--- src/design/spau_pkg.sv ---
/*
  Shared constants and types of the stack pointer address unit.
  Assumes a 32-bit APB master and a 64-bit wide stack memory port.
*/
package spau_pkg;

  // Register byte offsets
  localparam logic [7:0] OFS_CTRL = 8'h00;
  localparam logic [7:0] OFS_CMD = 8'h04;
  localparam logic [7:0] OFS_STAT = 8'h08;
  localparam logic [7:0] OFS_PTR_LO = 8'h0c;
  localparam logic [7:0] OFS_PTR_HI = 8'h10;
  localparam logic [7:0] OFS_IP_LO = 8'h14;
  localparam logic [7:0] OFS_IP_HI = 8'h18;
  localparam logic [7:0] OFS_FB_LO = 8'h1c;
  localparam logic [7:0] OFS_FB_HI = 8'h20;
  localparam logic [7:0] OFS_DAT_LO = 8'h24;
  localparam logic [7:0] OFS_DAT_HI = 8'h28;
  localparam logic [7:0] OFS_SEL = 8'h2c;
  localparam logic [7:0] OFS_BASE = 8'h30;
  localparam logic [7:0] OFS_ADR = 8'h34;

  // Field positions
  localparam int CMD_OP_MSB = 3;
  localparam int CMD_OP16 = 4;
  localparam int CMD_SEL_LSB = 16;
  localparam int STA_BUSY = 0;
  localparam int STA_INV = 1;
  localparam int STA_EXP32 = 2;
  localparam int STA_PRIV = 3;
  localparam int SEL_PRIV = 16;

  // Reset values and step widths
  localparam logic [5:0] CTRL_RST = 6'h00;
  localparam logic [63:0] PTR_RST = 64'h0;
  localparam logic [63:0] STEP_W = 64'h2;
  localparam logic [63:0] STEP_D = 64'h4;
  localparam logic [63:0] STEP_Q = 64'h8;

  typedef struct packed {
    logic [1:0] cur_priv;
    logic pfx;
    logic lm;
    logic ss_big;
    logic code_d;
  } spau_ctl_s;

  typedef enum logic [3:0] {
    OP_NONE, OP_PUSH, OP_POP, OP_PUSH_SEG, OP_CALL, OP_RET,
    OP_LD_FAR_STACK, OP_LD_FAR_DATA, OP_POP_EXTRA, OP_FRAME_RD,
    OP_PTR_RD
  } spau_op_e;

  typedef struct packed {
    logic req;
    logic we;
    logic [3:0] nbytes;
    logic [63:0] addr;
    logic [63:0] wdata;
  } spau_mem_s;

endpackage

--- src/design/spau_core.sv ---
/*
  Stack pointer address unit: push/pop sequencing, pointer width
  selection, call/return linking, APB register access.
  Assumes a stack memory that holds mem_req until it pulses mem_ack.
*/
`timescale 1ns/1ns

// Operation
// - Push: decrement pointer, then write memory
// - Pop: read memory, then increment pointer
// - Stack segment may span 4 GBytes
// - Stack accesses use stack segment base
// - Step size follows code default flag
// - Selector push aligns to 32-bit boundary
// - 16-bit push on wide stack steps two
// - No alignment check, no fault
// - Explicit address size: flag xor prefix
// - 16-bit or 32-bit pointer by size
// - Big flag selects default stack size
// - Frame base references use stack segment
// - Call pushes return pointer before branching
// - Return pops instruction pointer
// - Return pops wherever pointer now points
// - Popped return address never verified
// - 64-bit mode: zero base, descriptor ignored
// - 64-bit mode: descriptor privilege follows current
// - 64-bit mode: 64-bit pointers and steps
// - 64-bit mode: selector push takes full slot
// - 64-bit mode: some segment loads invalid
// - One command loads selector and pointer
module spau_core (
  // Clock and reset
  input wire logic pclk,
  input wire logic presetn,
  // APB slave
  input wire logic psel,
  input wire logic penable,
  input wire logic pwrite,
  input wire logic [7:0] paddr,
  input wire logic [31:0] pwdata,
  output logic [31:0] prdata,
  output logic pready,
  output logic pslverr,
  // Stack memory
  output spau_pkg::spau_mem_s mem_req,
  input wire logic [63:0] mem_rdata,
  input wire logic mem_ack
);
  import spau_pkg::*;

  typedef enum logic [2:0] {
    ST_IDLE, ST_DEC, ST_WR, ST_ISS, ST_RD, ST_INC
  } spau_st_e;

  spau_st_e st_q;
  spau_st_e st_d;
  spau_ctl_s ctl_q;
  spau_op_e op_q;
  logic op16_q;
  logic [63:0] stk_ptr_q;
  logic [63:0] instr_ptr_q;
  logic [63:0] frame_base_q;
  logic [63:0] dat_q;
  logic [15:0] sel_q;
  logic [1:0] desc_priv_q;
  logic [31:0] base_q;
  logic inv_q;
  spau_mem_s mem_q;
  logic [31:0] prdata_q;
  logic pready_q;
  logic pslverr_q;

  ////////////////////////////////////////////////////////////////////
  // APB decode

  logic apb_setup;
  logic apb_wr;
  logic idle;
  logic hit;
  logic [31:0] rd_word;
  logic [31:0] stat_word;

  assign apb_setup = psel & ~penable;
  assign apb_wr = psel & penable & pwrite & pready_q;
  assign idle = (st_q == ST_IDLE);

  logic wr_ctrl, wr_cmd, wr_stat, wr_sel, wr_base;
  logic wr_ptr_lo, wr_ptr_hi, wr_ip_lo, wr_ip_hi;
  logic wr_fb_lo, wr_fb_hi, wr_dat_lo, wr_dat_hi;

  assign wr_ctrl = apb_wr & (paddr == OFS_CTRL);
  assign wr_cmd = apb_wr & (paddr == OFS_CMD);
  assign wr_stat = apb_wr & (paddr == OFS_STAT);
  assign wr_sel = apb_wr & (paddr == OFS_SEL) & idle;
  assign wr_base = apb_wr & (paddr == OFS_BASE) & idle;
  assign wr_ptr_lo = apb_wr & (paddr == OFS_PTR_LO) & idle;
  assign wr_ptr_hi = apb_wr & (paddr == OFS_PTR_HI) & idle;
  assign wr_ip_lo = apb_wr & (paddr == OFS_IP_LO) & idle;
  assign wr_ip_hi = apb_wr & (paddr == OFS_IP_HI) & idle;
  assign wr_fb_lo = apb_wr & (paddr == OFS_FB_LO) & idle;
  assign wr_fb_hi = apb_wr & (paddr == OFS_FB_HI) & idle;
  assign wr_dat_lo = apb_wr & (paddr == OFS_DAT_LO) & idle;
  assign wr_dat_hi = apb_wr & (paddr == OFS_DAT_HI) & idle;

  assign stat_word = {27'h0, desc_priv_q,
                      ctl_q.code_d ^ ctl_q.pfx,
                      inv_q, ~idle};

  assign hit = (paddr <= OFS_ADR) & (paddr[1:0] == 2'h0);

  assign rd_word =
    (paddr == OFS_CTRL) ? {26'h0, ctl_q} :
    (paddr == OFS_STAT) ? stat_word :
    (paddr == OFS_PTR_LO) ? stk_ptr_q[31:0] :
    (paddr == OFS_PTR_HI) ? stk_ptr_q[63:32] :
    (paddr == OFS_IP_LO) ? instr_ptr_q[31:0] :
    (paddr == OFS_IP_HI) ? instr_ptr_q[63:32] :
    (paddr == OFS_FB_LO) ? frame_base_q[31:0] :
    (paddr == OFS_FB_HI) ? frame_base_q[63:32] :
    (paddr == OFS_DAT_LO) ? dat_q[31:0] :
    (paddr == OFS_DAT_HI) ? dat_q[63:32] :
    (paddr == OFS_SEL) ? {14'h0, desc_priv_q, sel_q} :
    (paddr == OFS_BASE) ? base_q :
    (paddr == OFS_ADR) ? mem_q.addr[31:0] : 32'h0;

  // No wait state: data is registered at setup
  always_ff @(posedge pclk or negedge presetn) begin
    if (!presetn) begin
      pready_q <= 1'b0;
      pslverr_q <= 1'b0;
      prdata_q <= 32'h0;
    end else begin
      pready_q <= apb_setup;
      pslverr_q <= apb_setup & ~hit;
      prdata_q <= apb_setup ? rd_word : 32'h0;
    end
  end

  assign prdata = prdata_q;
  assign pready = pready_q;
  assign pslverr = pslverr_q;

  ////////////////////////////////////////////////////////////////////
  // Command decode

  spau_op_e cmd_op;
  logic start, bad_lm, inv_set, go_push, go_read, go_ld;

  assign cmd_op = spau_op_e'(pwdata[CMD_OP_MSB:0]);
  assign start = wr_cmd & idle;
  assign bad_lm = ctl_q.lm & ((cmd_op == OP_LD_FAR_DATA) |
                              (cmd_op == OP_POP_EXTRA));
  assign inv_set = start & bad_lm;
  assign go_push = start & ~bad_lm & ((cmd_op == OP_PUSH) |
    (cmd_op == OP_PUSH_SEG) | (cmd_op == OP_CALL));
  assign go_read = start & ~bad_lm & ((cmd_op == OP_POP) |
    (cmd_op == OP_RET) | (cmd_op == OP_POP_EXTRA) |
    (cmd_op == OP_FRAME_RD) | (cmd_op == OP_PTR_RD));
  assign go_ld = start & (cmd_op == OP_LD_FAR_STACK);

  always_ff @(posedge pclk or negedge presetn) begin
    if (!presetn) begin
      op_q <= OP_NONE;
      op16_q <= 1'b0;
    end else if (start) begin
      op_q <= cmd_op;
      op16_q <= pwdata[CMD_OP16];
    end
  end

  ////////////////////////////////////////////////////////////////////
  // Pointer arithmetic

  logic is_seg, is_pop, is_call, is_ret;
  logic [63:0] step, ptr_off, top_off, dec_raw, dec_val, inc_val;
  logic [63:0] ptr_push, ptr_pop, push_val, pop_val;

  assign is_seg = (op_q == OP_PUSH_SEG);
  assign is_call = (op_q == OP_CALL);
  assign is_ret = (op_q == OP_RET);
  assign is_pop = is_ret | (op_q == OP_POP) | (op_q == OP_POP_EXTRA);

  // A plain 16-bit value on a wide stack may misalign it
  assign step = ctl_q.lm ? STEP_Q :
    (ctl_q.code_d & ~(op16_q & ~is_seg)) ? STEP_D :
    STEP_W;

  // Offset width chosen by the big flag, or 64 in long mode
  function automatic logic [63:0] spau_off(input logic [63:0] v,
                                           input spau_ctl_s c);
    if (c.lm)
      return v;
    else if (c.ss_big)
      return {32'h0, v[31:0]};
    else
      return {48'h0, v[15:0]};
  endfunction

  // Keeps pointer bits above the active width
  function automatic logic [63:0] spau_merge(input logic [63:0] old_v,
                                             input logic [63:0] new_v,
                                             input spau_ctl_s c);
    if (c.lm)
      return new_v;
    else if (c.ss_big)
      return {old_v[63:32], new_v[31:0]};
    else
      return {old_v[63:16], new_v[15:0]};
  endfunction

  // Segment base applies outside long mode; 32-bit wrap spans 4 GB
  function automatic logic [63:0] spau_lin(input logic [63:0] off,
                                           input logic [31:0] b,
                                           input spau_ctl_s c);
    if (c.lm)
      return off;
    else
      return {32'h0, b + off[31:0]};
  endfunction

  assign ptr_off = spau_off(stk_ptr_q, ctl_q);
  assign top_off = (op_q == OP_FRAME_RD) ?
    spau_off(frame_base_q, ctl_q) : ptr_off;
  assign dec_raw = ptr_off - step;
  // Selector push lands on a whole slot; no fault if misaligned
  assign dec_val = is_seg ? (dec_raw & ~(step - 64'h1)) :
    dec_raw;
  assign inc_val = ptr_off + step;
  assign ptr_push = spau_merge(stk_ptr_q, dec_val, ctl_q);
  assign ptr_pop = spau_merge(stk_ptr_q, inc_val, ctl_q);

  assign push_val = is_seg ? {48'h0, sel_q} :
    is_call ? instr_ptr_q : dat_q;
  assign pop_val = ctl_q.lm ? mem_rdata :
    (step == STEP_D) ? {32'h0, mem_rdata[31:0]} :
    {48'h0, mem_rdata[15:0]};

  ////////////////////////////////////////////////////////////////////
  // Sequencer

  logic ack;
  assign ack = mem_ack & mem_q.req;

  always_comb begin
    st_d = st_q;
    case (st_q)
      ST_IDLE: begin
        if (go_push)
          st_d = ST_DEC;
        else if (go_read)
          st_d = ST_ISS;
      end
      ST_DEC: st_d = ST_WR;
      ST_WR: begin
        if (ack)
          st_d = ST_IDLE;
      end
      ST_ISS: st_d = ST_RD;
      ST_RD: begin
        if (ack)
          st_d = is_pop ? ST_INC : ST_IDLE;
      end
      ST_INC: st_d = ST_IDLE;
      default: st_d = ST_IDLE;
    endcase
  end

  always_ff @(posedge pclk or negedge presetn) begin
    if (!presetn)
      st_q <= ST_IDLE;
    else
      st_q <= st_d;
  end

  // Request is held until the memory acknowledges it
  always_ff @(posedge pclk or negedge presetn) begin
    if (!presetn) begin
      mem_q <= '0;
    end else if (st_q == ST_DEC) begin
      mem_q.req <= 1'b1;
      mem_q.we <= 1'b1;
      mem_q.nbytes <= step[3:0];
      mem_q.addr <= spau_lin(spau_off(ptr_push, ctl_q), base_q, ctl_q);
      mem_q.wdata <= push_val;
    end else if (st_q == ST_ISS) begin
      mem_q.req <= 1'b1;
      mem_q.we <= 1'b0;
      mem_q.nbytes <= step[3:0];
      mem_q.addr <= spau_lin(top_off, base_q, ctl_q);
      mem_q.wdata <= 64'h0;
    end else if (ack) begin
      mem_q.req <= 1'b0;
    end
  end

  assign mem_req = mem_q;

  ////////////////////////////////////////////////////////////////////
  // Architectural state

  always_ff @(posedge pclk or negedge presetn) begin
    if (!presetn)
      stk_ptr_q <= PTR_RST;
    else if (st_q == ST_DEC)
      stk_ptr_q <= ptr_push;
    else if (st_q == ST_INC)
      stk_ptr_q <= ptr_pop;
    else if (go_ld)
      stk_ptr_q <= spau_merge(stk_ptr_q, dat_q, ctl_q);
    else if (wr_ptr_lo)
      stk_ptr_q[31:0] <= pwdata;
    else if (wr_ptr_hi)
      stk_ptr_q[63:32] <= pwdata;
  end

  // Any value popped by a return is taken as the return target
  always_ff @(posedge pclk or negedge presetn) begin
    if (!presetn)
      instr_ptr_q <= PTR_RST;
    else if ((st_q == ST_WR) & ack & is_call)
      instr_ptr_q <= dat_q;
    else if ((st_q == ST_RD) & ack & is_ret)
      instr_ptr_q <= pop_val;
    else if (wr_ip_lo)
      instr_ptr_q[31:0] <= pwdata;
    else if (wr_ip_hi)
      instr_ptr_q[63:32] <= pwdata;
  end

  always_ff @(posedge pclk or negedge presetn) begin
    if (!presetn)
      dat_q <= PTR_RST;
    else if ((st_q == ST_RD) & ack & ~is_ret)
      dat_q <= pop_val;
    else if (wr_dat_lo)
      dat_q[31:0] <= pwdata;
    else if (wr_dat_hi)
      dat_q[63:32] <= pwdata;
  end

  always_ff @(posedge pclk or negedge presetn) begin
    if (!presetn)
      frame_base_q <= PTR_RST;
    else if (wr_fb_lo)
      frame_base_q[31:0] <= pwdata;
    else if (wr_fb_hi)
      frame_base_q[63:32] <= pwdata;
  end

  always_ff @(posedge pclk or negedge presetn) begin
    if (!presetn)
      sel_q <= 16'h0;
    else if (go_ld)
      sel_q <= pwdata[CMD_SEL_LSB +: 16];
    else if (wr_sel)
      sel_q <= pwdata[15:0];
  end

  // Long mode overrides any software write of the privilege field
  always_ff @(posedge pclk or negedge presetn) begin
    if (!presetn)
      desc_priv_q <= 2'h0;
    else if (ctl_q.lm)
      desc_priv_q <= ctl_q.cur_priv;
    else if (wr_sel)
      desc_priv_q <= pwdata[SEL_PRIV +: 2];
  end

  always_ff @(posedge pclk or negedge presetn) begin
    if (!presetn)
      base_q <= 32'h0;
    else if (wr_base)
      base_q <= pwdata;
  end

  // Mode changes mid-sequence would corrupt the step, so held off
  always_ff @(posedge pclk or negedge presetn) begin
    if (!presetn)
      ctl_q <= spau_ctl_s'(CTRL_RST);
    else if (wr_ctrl & idle)
      ctl_q <= spau_ctl_s'(pwdata[5:0]);
  end

  // Set wins over a write-one clear in the same cycle
  always_ff @(posedge pclk or negedge presetn) begin
    if (!presetn)
      inv_q <= 1'b0;
    else
      inv_q <= inv_set | (inv_q & ~(wr_stat & pwdata[STA_INV]));
  end

  ////////////////////////////////////////////////////////////////////
  // Checks

  push_order_a: assert property (
    @(posedge pclk) disable iff (!presetn)
    (st_q == ST_DEC) |=> mem_q.req && mem_q.we &&
      (stk_ptr_q == $past(ptr_push)) && (st_q == ST_WR))
    else $error("push did not decrement before write");

  pop_hold_a: assert property (
    @(posedge pclk) disable iff (!presetn)
    (st_q == ST_RD) && ack && is_pop |=> (st_q == ST_INC) ##1
      (stk_ptr_q != $past(stk_ptr_q, 2)) || (step == 64'h0))
    else $error("pop did not increment after read");

  seg_align_a: assert property (
    @(posedge pclk) disable iff (!presetn)
    (st_q == ST_DEC) && is_seg && !ctl_q.lm && ctl_q.code_d
      |=> (stk_ptr_q[1:0] == 2'h0))
    else $error("selector push left pointer unaligned");

  slot64_a: assert property (
    @(posedge pclk) disable iff (!presetn)
    (st_q == ST_DEC) && is_seg && ctl_q.lm
      |=> (stk_ptr_q[2:0] == 3'h0) && (mem_q.nbytes == 4'h8))
    else $error("long mode selector push not in full slot");

  no_fault_a: assert property (
    @(posedge pclk) disable iff (!presetn)
    start && !ctl_q.lm |=> !$rose(inv_q))
    else $error("fault raised outside long mode");

  upper_keep_a: assert property (
    @(posedge pclk) disable iff (!presetn)
    ((st_q == ST_DEC) || (st_q == ST_INC)) && !ctl_q.lm &&
      !ctl_q.ss_big |=> $stable(stk_ptr_q[63:16]))
    else $error("upper pointer bits changed in 16-bit mode");

  zero_base_a: assert property (
    @(posedge pclk) disable iff (!presetn)
    (st_q == ST_DEC) && ctl_q.lm |=> (mem_q.addr == stk_ptr_q))
    else $error("long mode address used a segment base");

  priv_follow_a: assert property (
    @(posedge pclk) disable iff (!presetn)
    ctl_q.lm ##1 ctl_q.lm |-> (desc_priv_q == $past(ctl_q.cur_priv)))
    else $error("descriptor privilege not forced in long mode");

  call_link_a: assert property (
    @(posedge pclk) disable iff (!presetn)
    (st_q == ST_WR) && ack && is_call
      |-> (mem_q.wdata == instr_ptr_q) ##1 (instr_ptr_q == $past(dat_q)))
    else $error("call did not push return pointer first");

  ret_link_a: assert property (
    @(posedge pclk) disable iff (!presetn)
    (st_q == ST_RD) && ack && is_ret |=> (instr_ptr_q == $past(pop_val))
      ##1 (st_q == ST_IDLE))
    else $error("return did not load instruction pointer");

  bad_load_a: assert property (
    @(posedge pclk) disable iff (!presetn)
    inv_set |=> inv_q && (st_q == ST_IDLE) && !mem_q.req)
    else $error("invalid long mode load was executed");

  step_size_a: assert property (
    @(posedge pclk) disable iff (!presetn)
    (st_q == ST_DEC) && !ctl_q.lm && !op16_q
      |=> (mem_q.nbytes == (ctl_q.code_d ? 4'h4 : 4'h2)))
    else $error("push step does not follow code default flag");

endmodule

--- config.mk ---
export PLATFORM = sky130hd
export DESIGN_NAME = spau_core
export DESIGN_NICKNAME = d
export VERILOG_FILES = /design/src/design/spau_pkg.sv /design/src/design/spau_core.sv
export SDC_FILE = /design/constraint.sdc
export NUM_CORES = 2
export LEC_CHECK = 0
export CAP_MARGIN = 10
export CORE_UTILIZATION = 51
export DETAILED_ROUTE_END_ITERATION = 6
export DONT_BUFFER_PORTS = 1
export GPL_ROUTABILITY_DRIVEN = 0
export PLACE_DENSITY = 0.69
export REMOVE_ABC_BUFFERS = 1
export SLEW_MARGIN = 20
export SYNTH_ARGS = -nofsm -noshare
export SYNTH_HDL_FRONTEND = slang
export SYNTH_SLANG_ARGS = --single-unit
export TNS_END_PERCENT = 5
--- constraint.sdc ---
create_clock -name pclk -period 5.89 [get_ports pclk]
set_clock_uncertainty 0.1 [all_clocks]
set_input_delay 1.767 -clock pclk [delete_from_list [all_inputs] [get_ports pclk]]
set_output_delay 1.767 -clock pclk [all_outputs]
set_load 0.1 [all_outputs]
* Word level (Yosys, flattened, before mapping)
Index checks and enable logic that the tools add are counted.
** Storage, ports and cells
- Word-level logic and storage cells :: 234
- Bits in registers :: 489
- Output and inout bits :: 168
** Operators by class
- Equal/unequal tests :: 45
- Bitwise logic cells :: 69
- Add/sub/neg operators :: 5
- Reduce and logical (&&, ||, !) cells :: 19
- Muxes and demuxes :: 66
- Magnitude comparators :: 1
** Operators with widths (number)
- 64-bit two-way mux :: 20
- 32-bit two-way mux :: 30
- 134-bit two-way mux :: 1
- 133-bit two-way mux :: 1
- 32-bit adder :: 2
- 64-bit by 4-bit adder with 64-bit output :: 1
- 64-bit bitwise AND :: 1
- 64-bit NOT :: 1
- 64-bit by 4-bit subtractor with 64-bit output :: 1
- 8-bit by 6-bit == test with 1-bit output (second input constant) :: 6
- 1-bit bitwise AND :: 47
- 8-bit by 5-bit == test with 1-bit output (second input constant) :: 4
- 16-bit two-way mux :: 2
- 4-bit by 3-bit == test with 1-bit output (second input constant) :: 7
- 4-bit == test (second input constant) :: 5
- 3-bit two-way mux :: 6
- 4-bit by 2-bit == test with 1-bit output (second input constant) :: 4
- 8-bit by 4-bit == test with 1-bit output (second input constant) :: 2
- 3-bit case mux with 5 select lines :: 1
- 1-bit bitwise OR :: 10
- 2-bit nonzero test :: 5
- 1-bit NOT :: 9
- 3-bit nonzero test :: 3
- 8-bit by 3-bit == test with 1-bit output (second input constant) :: 1
- 25 further kinds :: 35

* Logic depth before layout (Yosys ltp)
- Word-level depth :: 19
- Mapped depth :: 29

* Least setup slack after synthesis
OpenSTA, ideal clock, no wires.
- Path kind :: register to register
- Start point :: register ctl_q[2] (netlist name)
- End point :: register mem_q, in the netlist mem_req[95]
- Cell stages (with the launch flop) :: 26
- Setup slack :: 112 ps
- Period minus slack after synthesis :: 5778 ps
- Library setup time :: 118 ps
- Arrival time :: 5560 ps
- Cell sequence :: dfrtp_1 clkbuf_1 inv_1 clkbuf_1 buf_1 nand3_1 ha_1 nor2b_1 o21ai_0 nand3_1 nand3b_1 nor3_2 xnor2_1 nor2_1 ha_1 clkbuf_1 nand3_1 nor3_1 nand2_1 a211o_1 a21boi_0 a31oi_1 a31o_2 xnor2_1 mux2i_1 a21o_1
** Between the ends
- Cells in the longest elaborated chain, start to end :: 13
- Elaborated cells between the ends (all ways) :: 20
- Those cells by class :: 4 x add/sub; 14 x mux; 2 x bitwise
** RTL lines
- from (decl) :: line spau_core.sv:57 : spau_ctl_s ctl_q;
- from (signal assigned) :: line spau_core.sv:379 : ctl_q <= spau_ctl_s'(CTRL_RST);
- from (signal assigned) :: line spau_core.sv:381 : ctl_q <= spau_ctl_s'(pwdata[5:0]);
- branches (longest 12 deep; another with 64-bit by 4-bit subtractor with 64-bit output)
- 134-bit two-way mux * :: line spau_core.sv:279 : end else if (st_q == ST_DEC) begin
- to (decl) :: line spau_core.sv:68 : spau_mem_s mem_q;
Mark *: on every way between the ends. The select of a mux whose other input is x is not followed.
A chain may end at the register's enable or synchronous reset.

* Final worst setup path
- Start point :: register op_q[2]
- End point :: register mem_q, in the netlist mem_req[85]
** Between the ends
- Cells in the longest elaborated chain, start to end :: 19
- Elaborated cells between the ends (all ways) :: 25
- Those cells by class :: 4 x add/sub; 2 x eq/ne; 13 x mux; 6 x bitwise
** RTL lines
- from (decl) :: line spau_core.sv:58 : spau_op_e op_q;
- from (signal assigned) :: line spau_core.sv:166 : op_q <= cmd_op;
- branches (longest 18 deep; another with 64-bit by 4-bit subtractor with 64-bit output)
- 134-bit two-way mux * :: line spau_core.sv:279
Marked as above.

==> results.tsv <==
stage	metric	value	unit
cts	cts.sinks	488	
finish	multi_input_area	18800	um2
setup_path	crit_arrival	5.86	ns
synthesis	yosysSeqAreaShare	37.9	%
routing	firstDrtPassIters	7	
setup_path	crit_fanout	7	
sta	fin_crit_sh	92.7	%
hold_path	hold_depth	2	
power_and_ir_drop	leakage	15.0	nW
power_and_ir_drop	p_sw_share	23.2	%
status	violations	DRC, slew limit	
sta	tns	0	ns
sta	holdWs	0.402	ns
synthesis	synth_common_cells	nand2_1, dfrtp_1, o21ai_0, a21oi_1, clkbuf_1	
sta	hold_viol_final	0	
routing	drc	16	
synthesis	yosys.area_share.simple	18.2	%
synthesis	yosysMostFrequentCell	nand2_1	
grt	grt_max_degree	489	
synthesis	yosysTopAreaCell	dfrtp_1	
setup_path	critPathRequiredTime	6.29	ns
synthesis	synth_area_leaders	dfrtp_1, nand2_1, o21ai_0	
sta	worst_pin_slew	2.20	ns
grt	grt_pass1_vias	30347	
synthesis	synth_fa_ha_area_share	2.97	%
routing	wirelength	138	mm
power_and_ir_drop	seqPwrFrac	45.8	%
finish	drive_gt1_share	10.8	%
sta	setup_viol	0	
synthesis	synth_cell_types	91	
routing	avgRoutedWirePerCell	29.7	um
synthesis	synth_top_family_by_area	compound AO/OA/AOI/OAI gates	
job	cap_violations	0	
finish	final_area	35300	um2
finish	nFillCells	5625	
grt	grt_pass1_wl	202	mm
cts	clk_latency	0.63	ns
die	fp.dieH	253	um
cts	clockBufferDepth	3	
sta	period_needed	5.46	ns
setup_path	cp-end-kind	flop	
synthesis	ys_ff_latch	488	
routing	drtAntennaViolNets	0	
power_and_ir_drop	pwr-share-comb	3.5	%
power_and_ir_drop	p_sw	1.78	mW
grt	antenna_found_initial	4	
cts	hold_buffers	0	
power_and_ir_drop	p_clk_share	50.7	%
cts	cts.clk_slew.worst_paths	0.06	ns
synthesis	ys.flop_type	dfrtp_1	
synthesis	synth_mux_area_share	8.17	%
synthesis	postSynth.asyncResetShare	100	%
setup_path	worstSetupPathType	flop to flop	
die	ios	278	
die	core_area	62100	um2
sta	rsz0062_at_grt	no	
synthesis	ys.warnings.count	0	
routing	routed.top_layer	met5	
placed_design	placed_area	33200	um2
synthesis	yosys.area.top_type_share	37.9	%
die	initial_core_util	51.9	%
synthesis	synth_edf_count	0	
die	rows	91	
finish	regArea	12200	um2
power_and_ir_drop	power_density	217	nW/um2
synthesis	avgSynthCellArea	8.27	um2
routing	wl_met2	56.5	mm
die	die-area	64200	um2
setup_path	startpoint_type	flop	
routing	viasPerCell	7.06	
cts	cts_tree	built	
sta	slew_violations	210	
finish	nets	3934	
power_and_ir_drop	max-vdd-ir-drop	0.194	mV
finish	area.growth.synth_to_final	9.47	%
hold_path	hold_path_class	flop to flop	
synthesis	netlist_instances	3895	
setup_path	reg2reg_depth	23	
routing	wl_met1	50.4	mm
synthesis	synth_compound_area_share	24.6	%
sta	fmax	183	MHz
placed_design	io_buffer_count	0	
routing	first_iter_violations	5339	
routing	vias	32723	
cts	cts_buffers	55	
status	outcome	finished, violations left	
synthesis	syn_area	32200	um2
power_and_ir_drop	power	7.66	mW
cts	clockRootBuffer	clkbuf_16	
grt	grt_overflow	0	
power_and_ir_drop	p_int	5.89	mW
sta	slew_headroom	-46.7	%
cts	h-tree-depth	2	
grt	track_usage	42.3	%
die	dieWidth	253	um
synthesis	synth-xor-area-share	3.67	%
routing	wl_met3	20.3	mm
placed_design	dp_hpwl	94.3	mm
-- critical path, stage by stage (launching register included) --
cell and delay, ns:
dfrtp_1 0.46, nor2_1 0.12, nand3_1 0.14, nand2_1 0.14, nand3_1 0.17, ha_1 0.34
nor2b_1 0.13, o21ai_1 0.27, buf_4 0.22, nand4_1 0.14, or4_1 0.46, xnor2_1 0.24
ha_1 0.31, a21oi_1 0.14, inv_1 0.06, a2111oi_0 0.40, buf_4 0.21, a21oi_1 0.13
a31oi_1 0.30, o21ai_0 0.18, a31oi_1 0.23, xnor2_1 0.10, a222oi_1 0.22, o31ai_1 0.12
-- power groups by stage --
| stage | clock (mW) | sequential [mW] | combinational (mW) |
|---|---|---|---|
| after global placement | 0 | 3.56 | 0.254 |
| after floorplan | 0 | 3.53 | 0.195 |
| after detailed placement | 0 | 3.57 | 0.259 |
| after CTS | 3.90 | 3.50 | 0.260 |
| final | 3.89 | 3.51 | 0.267 |
| after global routing | 4.02 | 3.51 | 0.296 |
-- placed cells by master (no fill, tap or decap), drive strengths merged, types with 74 or more instances in the layout --
master,instances
nand2,668
dfrtp,488
o21ai,427
a21oi,348
nor2,223
buf,128
nand3,123
mux2i,120
mux2,109
xnor2,89
a22oi,76
clkbuf,74
-- registers in the layout, summed over array words and instances (netlist names) --
signal and flops:
base_q 32, ctl_q 6, dat_q 64, desc_priv_q 2, frame_base_q 64, instr_ptr_q 64, inv_q 1, mem_req 133
op16_q 1, op_q 4, prdata 32, pready 1, pslverr 1, sel_q 16, st_q 3, stk_ptr_q 64
-- area by class of cell --
| cell class | count | share of cell area, % |
|---|---|---|
| diodes | 7 | 0.0497 |
| clock buffers | 74 | 4.42 |
| clock inverters | 24 | 1.25 |
| inverters | 50 | 0.532 |
| multi-input cells | 3027 | 53.2 |
| flip-flops and latches | 488 | 34.7 |
| well taps | 837 | 2.97 |
| repair buffers | 128 | 2.90 |
-- timing repair --
| item | 4_1_cts | 5_1_grt |
|---|---|---|
| gates resized for setup | 0 | 6 |
| buffers inserted | 0 | 0 |
| hold endpoints to repair | 0 | 0 |
| setup endpoints to repair | 0 | 4 |
-- per-layer routing --
metal	vias to the layer above	global-route usage, %
met2	2571	60.5
met1	15622	54.1
met4	10	27.0
li1	13869	-
met5	-	1.08
met3	651	14.7
-- logic make-up after synthesis --
kind of cell	Yosys count
AND/OR/NAND/NOR	1294
multiplexers	238
other	1
XOR/XNOR	135
AO/OA/AOI/OAI	1285
buffers and inverters	380
flip-flops	488
adder cells (fa/ha/maj)	74
-- worst paths after layout --
path                                start         endpoint  slack, ns
hold reg to reg            instr_ptr_q[6]   instr_ptr_q[6]       0.40
max in group asynchronous         presetn          st_q[1]       3.08
min in group asynchronous         presetn  instr_ptr_q[42]       0.74
hold / removal             instr_ptr_q[6]   instr_ptr_q[6]       0.40
setup reg to reg                  op_q[2]      mem_req[85]       0.43
setup / recovery                  op_q[2]      mem_req[85]       0.43
-- metrics by stage --
step | util, % | setup WS (ns) | instances
2_1_floorplan | - | -12.28 | 3565
3_3_place_gp | 53.5 | 0.323 | 4530
3_5_place_dp | 53.5 | 0.191 | 4530
4_1_cts | 56.7 | 0.155 | 4628
5_1_grt | 56.8 | 0.0876 | 4629
6_report | 56.8 | 0.431 | 4635
(Power assumes the default switching activity.)
